File: config.mk
export PLATFORM = sky130hd
export DESIGN_NAME = uvt_undervoltage_function
export DESIGN_NICKNAME = d
export VERILOG_FILES = /design/src/uvt_pkg.sv /design/src/uvt_ms_tick.sv /design/src/uvt_phase.sv /design/src/uvt_undervoltage_function.sv
export SDC_FILE = /design/constraint.sdc
export NUM_CORES = 2
export LEC_CHECK = 0
export BUFFER_PORTS_ARGS = -buffer_cell sky130_fd_sc_hd__clkbuf_2
export CAP_MARGIN = 20
export CELL_PAD_IN_SITES_DETAIL_PLACEMENT = 0
export CELL_PAD_IN_SITES_GLOBAL_PLACEMENT = 1
export CORE_MARGIN = 3
export CORE_UTILIZATION = 45
export DETAILED_ROUTE_END_ITERATION = 16
export PLACE_DENSITY = 0.75
export SETUP_SLACK_MARGIN = 0.5
export SLEW_MARGIN = 40
export SYNTH_ARGS = -nofsm -noshare
export SYNTH_HDL_FRONTEND = slang
export SYNTH_SLANG_ARGS = --single-unit
File: constraint.sdc
create_clock -name ref_clk -period 7.85 [get_ports ref_clk]
set_input_delay 1.1775 -clock ref_clk [delete_from_list [all_inputs] [get_ports ref_clk]]
set_output_delay 1.1775 -clock ref_clk [all_outputs]
set_load 0.02 [all_outputs]
File: src/uvt_pkg.sv
/*
  Shared constants, types and register map of the undervoltage trip block.
  Assumes one 40 MHz clock and voltage magnitudes scaled so that
  NOMINAL equals 100 % of the rated voltage.
*/
package uvt_pkg;

  localparam int NUM_PH  = 3;
  localparam int VOLT_W  = 16;
  localparam int PCT_W   = 8;
  localparam int DELAY_W = 16;
  localparam int LVL_W   = 32;
  localparam int ADR_W   = 8;
  localparam int DAT_W   = 32;
  localparam int SEL_W   = 4;
  localparam int CNT_W   = 16;

  // clock rate and the millisecond tick derived from it
  localparam int CLK_HZ      = 40_000_000;
  localparam int MS_PER_S    = 1000;
  localparam int TICK_CYCLES = CLK_HZ / MS_PER_S;

  // magnitude that stands for 100 % (arbitrary scaling choice)
  localparam logic [VOLT_W-1:0] NOMINAL     = 16'h2710;
  localparam logic [LVL_W-1:0]  PCT_SCALE   = 32'h0000_0064;
  localparam logic [LVL_W-1:0]  RATIO_SCALE = 32'h0000_2710;
  localparam logic [PCT_W-1:0]  RATIO_BASE  = 8'h64;

  // setting ranges and defaults
  localparam logic [PCT_W-1:0]   START_MIN = 8'h1E;
  localparam logic [PCT_W-1:0]   START_MAX = 8'h82;
  localparam logic [PCT_W-1:0]   START_DEF = 8'h5A;
  localparam logic [PCT_W-1:0]   BLOCK_MIN = 8'h00;
  localparam logic [PCT_W-1:0]   BLOCK_MAX = 8'h14;
  localparam logic [PCT_W-1:0]   BLOCK_DEF = 8'h0A;
  localparam logic [PCT_W-1:0]   HYST_MIN  = 8'h01;
  localparam logic [PCT_W-1:0]   HYST_MAX  = 8'h0A;
  localparam logic [PCT_W-1:0]   HYST_DEF  = 8'h05;
  localparam logic [DELAY_W-1:0] DELAY_MIN = 16'h0032;
  localparam logic [DELAY_W-1:0] DELAY_MAX = 16'hEA60;
  localparam logic [DELAY_W-1:0] DELAY_DEF = 16'h0064;

  // register byte offsets
  localparam logic [ADR_W-1:0] ADR_CTRL  = 8'h00;
  localparam logic [ADR_W-1:0] ADR_START = 8'h04;
  localparam logic [ADR_W-1:0] ADR_BLOCK = 8'h08;
  localparam logic [ADR_W-1:0] ADR_HYST  = 8'h0C;
  localparam logic [ADR_W-1:0] ADR_DELAY = 8'h10;
  localparam logic [ADR_W-1:0] ADR_STAT  = 8'h14;
  localparam logic [ADR_W-1:0] ADR_IRQ   = 8'h18;
  localparam logic [ADR_W-1:0] ADR_MASK  = 8'h1C;
  localparam logic [ADR_W-1:0] ADR_V1    = 8'h20;
  localparam logic [ADR_W-1:0] ADR_V2    = 8'h24;
  localparam logic [ADR_W-1:0] ADR_V3    = 8'h28;
  localparam logic [ADR_W-1:0] ADR_TRCNT = 8'h2C;

  // field positions
  localparam int CTRL_OPER_LSB = 0;
  localparam int CTRL_ONLY_BIT = 2;
  localparam int ST_GEN_START  = 3;
  localparam int ST_GEN_TRIP   = 4;
  localparam int ST_BLOCKED    = 5;
  localparam int IRQ_W         = 2;
  localparam int IRQ_START     = 0;
  localparam int IRQ_TRIP      = 1;

  typedef enum logic [1:0] {
    OP_OFF = 2'b00,
    OP_ONE = 2'b01,
    OP_TWO = 2'b10,
    OP_ALL = 2'b11
  } uvt_oper_e;

  typedef enum logic [1:0] {
    PH_IDLE    = 2'b00,
    PH_STARTED = 2'b01,
    PH_TRIPPED = 2'b10
  } uvt_phase_e;

  localparam logic [1:0] TRIPS_ONE = 2'h1;
  localparam logic [1:0] TRIPS_TWO = 2'h2;
  localparam logic [1:0] TRIPS_ALL = 2'h3;

  typedef struct packed {
    uvt_oper_e          oper;
    logic               startOnly;
    logic [PCT_W-1:0]   startPct;
    logic [PCT_W-1:0]   blockPct;
    logic [PCT_W-1:0]   hystPct;
    logic [DELAY_W-1:0] delayMs;
  } uvt_cfg_s;

  typedef struct packed {
    logic [LVL_W-1:0] startLvl;
    logic [LVL_W-1:0] blockLvl;
    logic [LVL_W-1:0] resetLvl;
  } uvt_levels_s;

endpackage : uvt_pkg

File: src/uvt_ms_tick.sv
/*
  Millisecond tick generator: one-cycle pulse every CYCLES clocks.
  Assumes the shared synchronous active-high reset.
*/
module uvt_ms_tick #(
  parameter int CYCLES = uvt_pkg::TICK_CYCLES
) (
  input  wire logic ref_clk,
  input  wire logic reset,
  output logic      tick
);

  logic [31:0] count;

  always_ff @(posedge ref_clk) begin
    if (reset) begin
      count <= 32'h0000_0000;
      tick  <= 1'b0;
    end else if (count == 32'(CYCLES - 1)) begin
      count <= 32'h0000_0000;
      tick  <= 1'b1;
    end else begin
      count <= count + 32'h0000_0001;
      tick  <= 1'b0;
    end
  end

endmodule : uvt_ms_tick

File: src/uvt_phase.sv
/*
  One phase of the undervoltage characteristic: threshold compare with
  hysteresis, block-level suppression and definite-time counting.
  Assumes the voltage comes from logic on the same clock.
*/
module uvt_phase (
  input  wire logic                           ref_clk,
  input  wire logic                           reset,
  input  wire logic                           enable,
  input  wire logic                           tick,
  input  wire logic [uvt_pkg::VOLT_W-1:0]     voltage,
  input  wire uvt_pkg::uvt_levels_s           levels,
  input  wire logic [uvt_pkg::DELAY_W-1:0]    delayMs,
  output logic                                start,
  output logic                                tripInternal
);

  uvt_pkg::uvt_phase_e state;
  logic [uvt_pkg::LVL_W-1:0]   vPct;
  logic [uvt_pkg::LVL_W-1:0]   vRatio;
  logic [uvt_pkg::DELAY_W-1:0] elapsed;
  logic belowStart;
  logic belowBlock;
  logic aboveReset;

  assign vPct       = uvt_pkg::LVL_W'(voltage) * uvt_pkg::PCT_SCALE;
  assign vRatio     = uvt_pkg::LVL_W'(voltage) * uvt_pkg::RATIO_SCALE;
  assign belowStart = vPct < levels.startLvl;
  assign belowBlock = vPct < levels.blockLvl;
  assign aboveReset = vRatio > levels.resetLvl;

  always_ff @(posedge ref_clk) begin
    if (reset || !enable || belowBlock) begin
      state <= uvt_pkg::PH_IDLE;
    end else begin
      case (state)
        uvt_pkg::PH_IDLE: begin
          if (belowStart) begin
            state <= uvt_pkg::PH_STARTED;
          end
        end
        uvt_pkg::PH_STARTED, uvt_pkg::PH_TRIPPED: begin
          if (aboveReset) begin
            state <= uvt_pkg::PH_IDLE;
          end else if (elapsed >= delayMs) begin
            state <= uvt_pkg::PH_TRIPPED;
          end
        end
        default: state <= uvt_pkg::PH_IDLE;
      endcase
    end
  end

  // the delay holds, not restarts, inside the hysteresis band
  always_ff @(posedge ref_clk) begin
    if (reset || state == uvt_pkg::PH_IDLE) begin
      elapsed <= '0;
    end else if (tick && belowStart && elapsed < delayMs) begin
      elapsed <= elapsed + uvt_pkg::DELAY_W'(1);
    end
  end

  assign start        = state != uvt_pkg::PH_IDLE;
  assign tripInternal = state == uvt_pkg::PH_TRIPPED;

endmodule : uvt_phase

File: src/uvt_undervoltage_function.sv
/*
  Three-phase definite-time undervoltage protection with a Wishbone
  classic register slave and a masked interrupt.
  Assumes phase magnitudes (or phase-to-phase magnitudes) and the block
  input are driven by logic on ref_clk.
*/
// Decided for this implementation: the placing of the registers and the Wishbone interface to the registers.
// Function
// - phase starts while below start threshold
// - start suppressed below block threshold
// - delay setting 50 to 60000 ms
// - delay counts only while below start
// - phase trip when count reaches delay
// - operation selects off or phase voting
// - start-only setting suppresses general trip
// - three per-phase start outputs
// - per-phase trips stay internal
// - one general start output
// - one general trip output
// - block input forces all start and trip outputs inactive
// - general start on any started phase
module uvt_undervoltage_function #(
  parameter int TICK_CYCLES = uvt_pkg::TICK_CYCLES
) (
  input  wire logic                          ref_clk,
  input  wire logic                          reset,
  input  wire logic                          cyc_i,
  input  wire logic                          stb_i,
  input  wire logic                          we_i,
  input  wire logic [uvt_pkg::ADR_W-1:0]     adr_i,
  input  wire logic [uvt_pkg::SEL_W-1:0]     sel_i,
  input  wire logic [uvt_pkg::DAT_W-1:0]     dat_i,
  output logic      [uvt_pkg::DAT_W-1:0]     dat_o,
  output logic                               ack_o,
  input  wire logic [uvt_pkg::VOLT_W-1:0]    phase1Fundamental,
  input  wire logic [uvt_pkg::VOLT_W-1:0]    phase2Fundamental,
  input  wire logic [uvt_pkg::VOLT_W-1:0]    phase3Fundamental,
  input  wire logic                          functionBlockInput,
  output logic                               phase1Start,
  output logic                               phase2Start,
  output logic                               phase3Start,
  output logic                               generalStart,
  output logic                               generalTrip,
  output logic                               irq
);

  uvt_pkg::uvt_cfg_s    cfg;
  uvt_pkg::uvt_levels_s levels;
  uvt_pkg::uvt_levels_s next_levels;

  uvt_pkg::uvt_oper_e          oper;
  logic                        startOnly;
  logic [uvt_pkg::PCT_W-1:0]   startPct;
  logic [uvt_pkg::PCT_W-1:0]   blockPct;
  logic [uvt_pkg::PCT_W-1:0]   hystPct;
  logic [uvt_pkg::DELAY_W-1:0] delayMs;

  logic [uvt_pkg::VOLT_W-1:0]  volt [uvt_pkg::NUM_PH];
  logic [uvt_pkg::NUM_PH-1:0]  phStart;
  logic [uvt_pkg::NUM_PH-1:0]  phaseTripInternal;
  logic [uvt_pkg::NUM_PH-1:0]  startOut;
  logic [1:0]                  tripCount;
  logic                        tick;
  logic                        enable;
  logic                        votePass;
  logic                        next_generalTrip;
  logic                        prevStart;
  logic                        prevTrip;
  logic [uvt_pkg::IRQ_W-1:0]   irqStatus;
  logic [uvt_pkg::IRQ_W-1:0]   irqMask;
  logic [uvt_pkg::IRQ_W-1:0]   irqEvent;
  logic [uvt_pkg::CNT_W-1:0]   tripEvents;
  logic [uvt_pkg::DAT_W-1:0]   byteMask;
  logic [uvt_pkg::DAT_W-1:0]   wrWord;
  logic [uvt_pkg::DAT_W-1:0]   next_dat;
  logic                        access;
  logic                        wrStrobe;

  // the block input and the operation setting both gate every phase
  assign enable = !functionBlockInput
                  && cfg.oper != uvt_pkg::OP_OFF;

  // one driver for the settings word; field order follows the struct
  assign cfg = {oper, startOnly, startPct, blockPct, hystPct, delayMs};

  // the measurement stage chooses phase or phase-to-phase values
  assign volt[0] = phase1Fundamental;
  assign volt[1] = phase2Fundamental;
  assign volt[2] = phase3Fundamental;

  uvt_ms_tick #(
    .CYCLES (TICK_CYCLES)
  ) u_tick (
    .ref_clk (ref_clk),
    .reset   (reset),
    .tick    (tick)
  );

  // levels are registered so the wide products stay off the compare path
  always_comb begin
    next_levels.startLvl = uvt_pkg::LVL_W'(cfg.startPct)
                           * uvt_pkg::LVL_W'(uvt_pkg::NOMINAL);
    next_levels.blockLvl = uvt_pkg::LVL_W'(cfg.blockPct)
                           * uvt_pkg::LVL_W'(uvt_pkg::NOMINAL);
    next_levels.resetLvl = next_levels.startLvl
                           * uvt_pkg::LVL_W'(uvt_pkg::RATIO_BASE
                                             + cfg.hystPct);
  end

  always_ff @(posedge ref_clk) begin
    if (reset) begin
      levels <= '0;
    end else begin
      levels <= next_levels;
    end
  end

  for (genvar p = 0; p < uvt_pkg::NUM_PH; p++) begin : g_phase
    uvt_phase u_phase (
      .ref_clk      (ref_clk),
      .reset        (reset),
      .enable       (enable),
      .tick         (tick),
      .voltage      (volt[p]),
      .levels       (levels),
      .delayMs      (cfg.delayMs),
      .start        (phStart[p]),
      .tripInternal (phaseTripInternal[p])
    );
  end

  // decision logic
  always_comb begin
    tripCount = 2'h0;
    for (int p = 0; p < uvt_pkg::NUM_PH; p++) begin
      tripCount = tripCount + 2'(phaseTripInternal[p]);
    end
  end

  always_comb begin
    case (cfg.oper)
      uvt_pkg::OP_ONE: votePass = tripCount >= uvt_pkg::TRIPS_ONE;
      uvt_pkg::OP_TWO: votePass = tripCount >= uvt_pkg::TRIPS_TWO;
      uvt_pkg::OP_ALL: votePass = tripCount == uvt_pkg::TRIPS_ALL;
      default:         votePass = 1'b0;
    endcase
  end

  assign next_generalTrip = enable && votePass
                            && !cfg.startOnly;

  always_ff @(posedge ref_clk) begin
    if (reset) begin
      startOut     <= '0;
      generalStart <= 1'b0;
      generalTrip  <= 1'b0;
    end else begin
      startOut     <= enable ? phStart : '0;
      generalStart <= enable && (|phStart);
      generalTrip  <= next_generalTrip;
    end
  end

  assign phase1Start = startOut[0];
  assign phase2Start = startOut[1];
  assign phase3Start = startOut[2];

  // interrupt events are rising edges of the general outputs
  always_ff @(posedge ref_clk) begin
    if (reset) begin
      prevStart <= 1'b0;
      prevTrip  <= 1'b0;
    end else begin
      prevStart <= generalStart;
      prevTrip  <= generalTrip;
    end
  end

  always_comb begin
    irqEvent                     = '0;
    irqEvent[uvt_pkg::IRQ_START] = generalStart && !prevStart;
    irqEvent[uvt_pkg::IRQ_TRIP]  = generalTrip && !prevTrip;
  end

  // wishbone classic slave: ack one cycle after the request is seen
  assign access   = cyc_i && stb_i && !ack_o;
  assign wrStrobe = access && we_i;

  always_comb begin
    for (int b = 0; b < uvt_pkg::SEL_W; b++) begin
      byteMask[b*8 +: 8] = {8{sel_i[b]}};
    end
  end

  assign wrWord = dat_i & byteMask;

  always_ff @(posedge ref_clk) begin
    if (reset) begin
      ack_o <= 1'b0;
    end else begin
      ack_o <= access;
    end
  end

  function automatic logic [uvt_pkg::PCT_W-1:0] clampPct(
    input logic [uvt_pkg::DAT_W-1:0] val,
    input logic [uvt_pkg::PCT_W-1:0] lo,
    input logic [uvt_pkg::PCT_W-1:0] hi
  );
    if (val < uvt_pkg::DAT_W'(lo)) begin
      return lo;
    end else if (val > uvt_pkg::DAT_W'(hi)) begin
      return hi;
    end
    return val[uvt_pkg::PCT_W-1:0];
  endfunction : clampPct

  // out-of-range writes saturate so the setting never leaves its range
  always_ff @(posedge ref_clk) begin
    if (reset) begin
      oper      <= uvt_pkg::OP_OFF;
      startOnly <= 1'b0;
    end else if (wrStrobe && adr_i == uvt_pkg::ADR_CTRL && sel_i[0]) begin
      oper      <= uvt_pkg::uvt_oper_e'(
                     dat_i[uvt_pkg::CTRL_OPER_LSB +: 2]);
      startOnly <= dat_i[uvt_pkg::CTRL_ONLY_BIT];
    end
  end

  always_ff @(posedge ref_clk) begin
    if (reset) begin
      startPct <= uvt_pkg::START_DEF;
    end else if (wrStrobe && adr_i == uvt_pkg::ADR_START) begin
      startPct <= clampPct(wrWord, uvt_pkg::START_MIN,
                           uvt_pkg::START_MAX);
    end
  end

  always_ff @(posedge ref_clk) begin
    if (reset) begin
      blockPct <= uvt_pkg::BLOCK_DEF;
    end else if (wrStrobe && adr_i == uvt_pkg::ADR_BLOCK) begin
      blockPct <= clampPct(wrWord, uvt_pkg::BLOCK_MIN,
                           uvt_pkg::BLOCK_MAX);
    end
  end

  always_ff @(posedge ref_clk) begin
    if (reset) begin
      hystPct <= uvt_pkg::HYST_DEF;
    end else if (wrStrobe && adr_i == uvt_pkg::ADR_HYST) begin
      hystPct <= clampPct(wrWord, uvt_pkg::HYST_MIN,
                          uvt_pkg::HYST_MAX);
    end
  end

  always_ff @(posedge ref_clk) begin
    if (reset) begin
      delayMs <= uvt_pkg::DELAY_DEF;
    end else if (wrStrobe && adr_i == uvt_pkg::ADR_DELAY) begin
      if (wrWord < uvt_pkg::DAT_W'(uvt_pkg::DELAY_MIN)) begin
        delayMs <= uvt_pkg::DELAY_MIN;
      end else if (wrWord > uvt_pkg::DAT_W'(uvt_pkg::DELAY_MAX)) begin
        delayMs <= uvt_pkg::DELAY_MAX;
      end else begin
        delayMs <= wrWord[uvt_pkg::DELAY_W-1:0];
      end
    end
  end

  // a new event in the clearing cycle keeps its bit set
  always_ff @(posedge ref_clk) begin
    if (reset) begin
      irqStatus <= '0;
    end else if (wrStrobe && adr_i == uvt_pkg::ADR_IRQ && sel_i[0]) begin
      irqStatus <= (irqStatus & ~dat_i[uvt_pkg::IRQ_W-1:0]) | irqEvent;
    end else begin
      irqStatus <= irqStatus | irqEvent;
    end
  end

  always_ff @(posedge ref_clk) begin
    if (reset) begin
      irqMask <= '0;
    end else if (wrStrobe && adr_i == uvt_pkg::ADR_MASK && sel_i[0]) begin
      irqMask <= dat_i[uvt_pkg::IRQ_W-1:0];
    end
  end

  always_ff @(posedge ref_clk) begin
    if (reset) begin
      irq <= 1'b0;
    end else begin
      irq <= |(irqStatus & irqMask);
    end
  end

  // saturating count of general trips; a write clears it unless a trip event comes in the same cycle
  always_ff @(posedge ref_clk) begin
    if (reset) begin
      tripEvents <= '0;
    end else if (irqEvent[uvt_pkg::IRQ_TRIP]) begin
      if (tripEvents != '1) begin
        tripEvents <= tripEvents + uvt_pkg::CNT_W'(1);
      end
    end else if (wrStrobe && adr_i == uvt_pkg::ADR_TRCNT) begin
      tripEvents <= '0;
    end
  end

  always_comb begin
    next_dat = '0;
    case (adr_i)
      uvt_pkg::ADR_CTRL: begin
        next_dat[uvt_pkg::CTRL_OPER_LSB +: 2] = cfg.oper;
        next_dat[uvt_pkg::CTRL_ONLY_BIT]      = cfg.startOnly;
      end
      uvt_pkg::ADR_START: next_dat[uvt_pkg::PCT_W-1:0] = cfg.startPct;
      uvt_pkg::ADR_BLOCK: next_dat[uvt_pkg::PCT_W-1:0] = cfg.blockPct;
      uvt_pkg::ADR_HYST:  next_dat[uvt_pkg::PCT_W-1:0] = cfg.hystPct;
      uvt_pkg::ADR_DELAY: next_dat[uvt_pkg::DELAY_W-1:0] = cfg.delayMs;
      uvt_pkg::ADR_STAT: begin
        next_dat[uvt_pkg::NUM_PH-1:0]  = startOut;
        next_dat[uvt_pkg::ST_GEN_START] = generalStart;
        next_dat[uvt_pkg::ST_GEN_TRIP]  = generalTrip;
        next_dat[uvt_pkg::ST_BLOCKED]   = functionBlockInput;
      end
      uvt_pkg::ADR_IRQ:   next_dat[uvt_pkg::IRQ_W-1:0] = irqStatus;
      uvt_pkg::ADR_MASK:  next_dat[uvt_pkg::IRQ_W-1:0] = irqMask;
      uvt_pkg::ADR_V1:    next_dat[uvt_pkg::VOLT_W-1:0] = volt[0];
      uvt_pkg::ADR_V2:    next_dat[uvt_pkg::VOLT_W-1:0] = volt[1];
      uvt_pkg::ADR_V3:    next_dat[uvt_pkg::VOLT_W-1:0] = volt[2];
      uvt_pkg::ADR_TRCNT: next_dat[uvt_pkg::CNT_W-1:0] = tripEvents;
      default:            next_dat = '0;
    endcase
  end

  always_ff @(posedge ref_clk) begin
    if (reset) begin
      dat_o <= '0;
    end else if (access && !we_i) begin
      dat_o <= next_dat;
    end
  end

endmodule : uvt_undervoltage_function

Word-level counts from Yosys, hierarchy flattened
Index checks and enable logic that the tools add are counted.

Order comparisons: 25. Multiply operators: 9. Equality and inequality tests: 30. Reductions and logical operators: 61. Add/sub/neg operators: 8. Mux-type cells: 46. Bitwise gates (word level): 7.

Operators by type and width (count): 23-bit by 32-bit < comparator with 1-bit output (6); 30-bit by 32-bit > comparator with 1-bit output (3); 16-bit 2-to-1 mux (5); 16-bit by 10-bit multiplier with 26-bit output, second input constant (3); 8-bit 2-to-1 mux (9); 16-bit by 1-bit adder with 16-bit output, second input constant (4); 32-bit by 1-bit < comparator with 1-bit output, second input constant (2); 16-bit by 5-bit multiplier with 21-bit output, second input constant (3); 16-bit greater-or-equal comparator (3); 16-bit < comparator (3); 8-bit case mux with 5 select lines (1); 8-bit by 10-bit multiplier with 18-bit output, second input constant (2); 32-bit by 1-bit adder with 32-bit output, second input constant (1); 32-bit bitwise AND (1); 32-bit by 16-bit equality test with 1-bit output, second input constant (1); 8-bit by 5-bit equality test with 1-bit output, second input constant (4); 8-bit by 6-bit equality test with 1-bit output, second input constant (4); 32-bit by 16-bit > comparator with 1-bit output, second input constant (1); 32-bit by 4-bit > comparator with 1-bit output, second input constant (1); 32-bit by 5-bit > comparator with 1-bit output, second input constant (1); 32-bit by 8-bit > comparator with 1-bit output, second input constant (1); 32-bit by 5-bit < comparator with 1-bit output, second input constant (1); 32-bit by 6-bit < comparator with 1-bit output, second input constant (1); 1-bit logical AND (27); other kinds (33) (98).

Logic and storage cells: 217. Input port bits: 98. Output and inout port bits: 39. Register bits: 271.

Depth between registers and ports, before layout
Word-level depth: 7. Mapped depth: 32.

Modules after synthesis
A second synthesis with hierarchy kept.

Cells, all modules: 4497. Area total of the unflattened synthesis: 37265.7 um^2.

Modules (own cells, without submodules): uvt_undervoltage_function (times used 1, area an instance 13631.8 um^2, cells an instance 1578); uvt_phase (g_phase[0].u_phase) (times used 1, area an instance 7493.4 um^2, cells an instance 944); uvt_phase (g_phase[2].u_phase) (times used 1, area an instance 7347.0 um^2, cells an instance 917); uvt_phase (g_phase[1].u_phase) (times used 1, area an instance 7198.2 um^2, cells an instance 887); uvt_ms_tick (times used 1, area an instance 1595.3 um^2, cells an instance 171).

Worst setup path before layout
OpenSTA, ideal clock, no wires.

Path type: register -> register. From: register startPct[2] (netlist name). To: register, netlist name levels[29]. Setup time: 74 ps. Data arrival time: 8191 ps. Setup slack: -416 ps. Path buffers: 0. Data required time: 7776 ps. Stages on the path, launching flop included: 32. Path through: dfxtp_1 > ha_1 > ha_1 > inv_1 > fa_1 > fa_1 > inv_1 > ha_1 > a21o_1 > a21oi_1 > o21ai_0 > a21oi_1 > o21ai_0 > a311oi_1 > xnor2_1 > nand2_1 > fa_1 > inv_1 > fa_1 > fa_1 > inv_1 > fa_1 > inv_1 > ha_1 > and3_1 > and3_1 > a22oi_1 > nand2_1 > o21ai_0 > o21ai_0 > a211o_1 > a31oi_1.

Word-level cells in the longest chain between the ends: 2.

Ends and longest elaborated chain: from (decl) (line uvt_undervoltage_function.sv:53) `logic [uvt_pkg::PCT_W-1:0] startPct;`; from (signal assigned) (line uvt_undervoltage_function.sv:232) `startPct <= uvt_pkg::START_DEF;`; from (signal assigned) (line uvt_undervoltage_function.sv:234) `startPct <= clampPct(wrWord, uvt_pkg::START_MIN,`; 8-bit by 10-bit multiplier with 18-bit output (line uvt_undervoltage_function.sv:102) `* uvt_pkg::LVL_W'(uvt_pkg::NOMINAL);`; 18-bit by 9-bit multiplier with 27-bit output (line uvt_undervoltage_function.sv:106) `* uvt_pkg::LVL_W'(uvt_pkg::RATIO_BASE`.

Every way passes these cells. A chain may end at the register's enable or synchronous reset.

Final worst setup path
From: register startPct[2] (netlist name). To: register, netlist name levels[29].

Word-level cells in the longest chain between the ends: 2.

Ends and longest elaborated chain (line): 8-bit by 10-bit multiplier with 18-bit output (uvt_undervoltage_function.sv:102); 18-bit by 9-bit multiplier with 27-bit output (uvt_undervoltage_function.sv:106).

Every way passes these cells.

==> reports/qor.csv <==
stage;metric;value;unit
run;cap_violations;0;
worst_setup_path;rrSetupSlack;0.45;ns
cells_and_area;fin_cells;5437;
hold_path;hold_class;flip-flop to flip-flop;
cts;clk_pin_slew_worst_paths;0.07;ns
cells_and_area;final_cell_mix;inv_1, ha_1, nor2_1;
synthesis;synth_top_flop_cell;dfxtp_1;
floorplanning;core;76580;um2
worst_setup_path;cpPeakStageDelay;0.56;ns
synthesis;ys_warn_count;0;
routing;wl_met3;5.860;mm
synthesis;synth-seq-cells;238;
cts;tritoncts;yes;
cells_and_area;syn_to_final_growth;11.66;%
timing;fin_crit_sh;94.26;%
routing;vias;29740;
cells_and_area;antenna_cells;0;
place;gp_congestion;0.9308;
cells_and_area;layout-drive-gt1-share;10.42;%
synthesis;yosysUniqueCellTypes;86;
cts;postCtsHoldBufs;0;
cells_and_area;layout_commonest_cell;inv_1;
routing;wl_met1;50.49;mm
timing;fmax;0.1351;GHz
place;place_hpwl;88.38;mm
cts;clock_latency;0.57;ns
timing;relSlewSlack;36.74;%
global_route;grt_max_degree;62;
floorplanning;start_util;45.84;%
global_route;overflow;0;
routing;wl_met2;46.56;mm
worst_setup_path;cp_max_fo;3;
cts;clock-sinks;238;
power;ir_drop;0.0001577;V
routing;routed_wl;105.9;mm
timing;setup_viol;0;
worst_setup_path;critPathLaunchType;flip-flop;
cts;clockRootBuffer;clkbuf_16;
worst_setup_path;critPathMostFrequentCell;fa_1;
timing;slew_violations;0;
synthesis;yosysTopAreaCell;ha_1;
timing;worstMarginPinSlew;0.9489;ns
worst_setup_path;endpoint_kind;flip-flop;
cts;h-tree-depth;1;
timing;clock_skew;0.01471;ns
routing;post_drt_wl_per_cell;19.47;um
power;power.leakage;19.41;nW
power;power_density;205.2;nW/um2
place;dp_cells;5366;
floorplanning;die_area;81400;um2
worst_setup_path;required;8.34;ns
floorplanning;die_w;285.3;um
cts;clockBufferDepth;3;
timing;setup-tns-final;0;ns
synthesis;synthCells;4179;
cells_and_area;postLayoutCellArea;39200;um2
synthesis;syn_area;35100;um2
timing;finalHoldViolCount;0;
routing;top_layer;met4;
cts;numCtsBuffers;27;
routing;drc;0;
worst_setup_path;r2r-start;startPct[2];
cells_and_area;nets;5489;
place;io_buffers;120;
routing;drtIter0Drc;1925;
timing;period_needed;7.399;ns
synthesis;yosys.area.top_type_share;25.95;%
synthesis;async_reset_ff_share;0;%
global_route;grt_pass1_wl;166.3;mm
global_route;grt_antenna_before_repair;1;
worst_setup_path;path_class;flip-flop to flip-flop;
floorplanning;io_pins;137;
synthesis;synth_area_leaders;ha_1, fa_1, dfxtp_1;
timing;rsz0062_at_grt;true;
place;place_area;37680;um2
worst_setup_path;cp-startpoint;startPct[2];
global_route;track_usage;25.85;%
timing;hold_slack;0.4590;ns
global_route;grt_pass1_vias;29136;
routing;vias_per_cell;5.470;
status;status;complete, no violations;
routing;ant_nets;0;
synthesis;avgSynthCellArea;8.400;um2
floorplanning;fp.dieH;285.3;um
worst_setup_path;critPathSlowestCell;fa_1;
floorplanning;rows;101;
synthesis;synth_edf_count;0;
routing;first_pass_iters;7;
synthesis;synth_seq_area_share;13.57;%
hold_path;worstHoldStart;u_tick.count[0];
worst_setup_path;cp.arrival;7.89;ns
cells_and_area;fillCellCount;7509;
==> flip-flops by register name, summed over array words and instances, names as in the netlist, 16 cells and up <==
signal / flops
levels: 63
tripEvents: 16
delayMs: 16
dat_o: 16
g_phase.u_phase.elapsed: 48
u_tick.count: 32
==> cells by family (layout without fill, tap and decap cells) <==
family	count (synthesis)	in the layout	share of synthesized area [%]
flops	238	238	13.57
buf+inv	906	1119	9.894
compound gates	789	789	14.94
fa+ha+maj	1005	1005	41.72
other cells	1	16	0.01068
xor+xnor	167	167	4.188
mux	24	24	0.6843
simple gates	1049	1049	14.99
==> synthesized netlist by cell type (all sizes together) (10+ instances only) <==
master / count
inv: 807
ha: 728
nor2: 282
fa: 276
dfxtp: 238
nand2: 222
a21oi: 219
o21ai: 136
xnor2: 110
a21o: 99
nand3: 85
clkbuf: 73
nand4: 57
nor3: 57
or3: 57
xor2: 57
nor2b: 48
nand2b: 46
and2: 37
a211oi: 36
and3: 34
o21a: 34
nor4: 33
a221oi: 27
o211ai: 26
buf: 25
mux2i: 24
or2: 24
a31oi: 23
or4: 23
o31ai: 22
a22oi: 19
and4: 16
a222oi: 15
o41ai: 15
o21bai: 12
o311ai: 12
a21boi: 11
nand3b: 10
==> report_power, final <==
| group | switching, W | internal [W] | total (W) |
|---|---|---|---|
| sequential | 0.0000116 | 0.00123 | 0.00124 |
| combinational | 0.00313 | 0.00243 | 0.00556 |
| clock | 0.000557 | 0.000690 | 0.00125 |
==> per-stage QoR <==
stage	util (%)	setup WS [ns]	total power, W
finish	51.18	0.4508	0.008042
detailed placement	49.20	-0.02319	0.006658
CTS	50.66	0.3883	0.007968
floorplan	-	0.5118	0.005305
global placement	49.10	0.06898	0.006592
global route	51.18	0.2047	0.008915
==> layer usage <==
| layer | GRT usage (%) | vias up |
|---|---|---|
| met3 | 3.062 | 131 |
| li1 | - | 14632 |
| met1 | 37.18 | 14185 |
| met2 | 40.96 | 792 |
| met4 | 6.909 | 0 |
| met5 | 0 | - |
==> final cells by class <==
class / instances / area, um2 / area share (%)
tap: 1030 / 1289 / 3.288
clock inverter: 12 / 98.84 / 0.2522
timing repair buffer: 262 / 1680 / 4.287
multi-input combinational: 3050 / 27560 / 70.30
clock buffer: 37 / 763.2 / 1.947
inverter: 808 / 3033 / 7.737
sequential: 238 / 4777 / 12.19
==> worst max-delay path, delay by kind of cell, from the launching register on <==
kind	cells	cell delay (ns)
adder cells (fa/ha/maj)	10	4.09
AND/OR/NAND/NOR	4	0.67
buffers and inverters	6	0.62
AO/OA/AOI/OAI	8	1.26
XOR/XNOR	1	0.30
flip-flops	1	0.36
==> repair_timing <==
item                                    4_1_cts  5_1_grt
endpoints found under the setup margin        9       20
pin swaps                                    52       53
hold endpoints to repair                      0        0
gates resized for setup                      37       67
buffers inserted                             12       10
==> worst paths after layout <==
| kind | end | depth (start not counted) |
|---|---|---|
| worst max-delay path | levels[29] | 29 |
| worst min-delay path | u_tick.count[0] | 1 |
| worst max register to register | levels[29] | 29 |
| worst min register to register | u_tick.count[0] | 1 |
No activity file was read; power rests on OpenSTA's default activity.
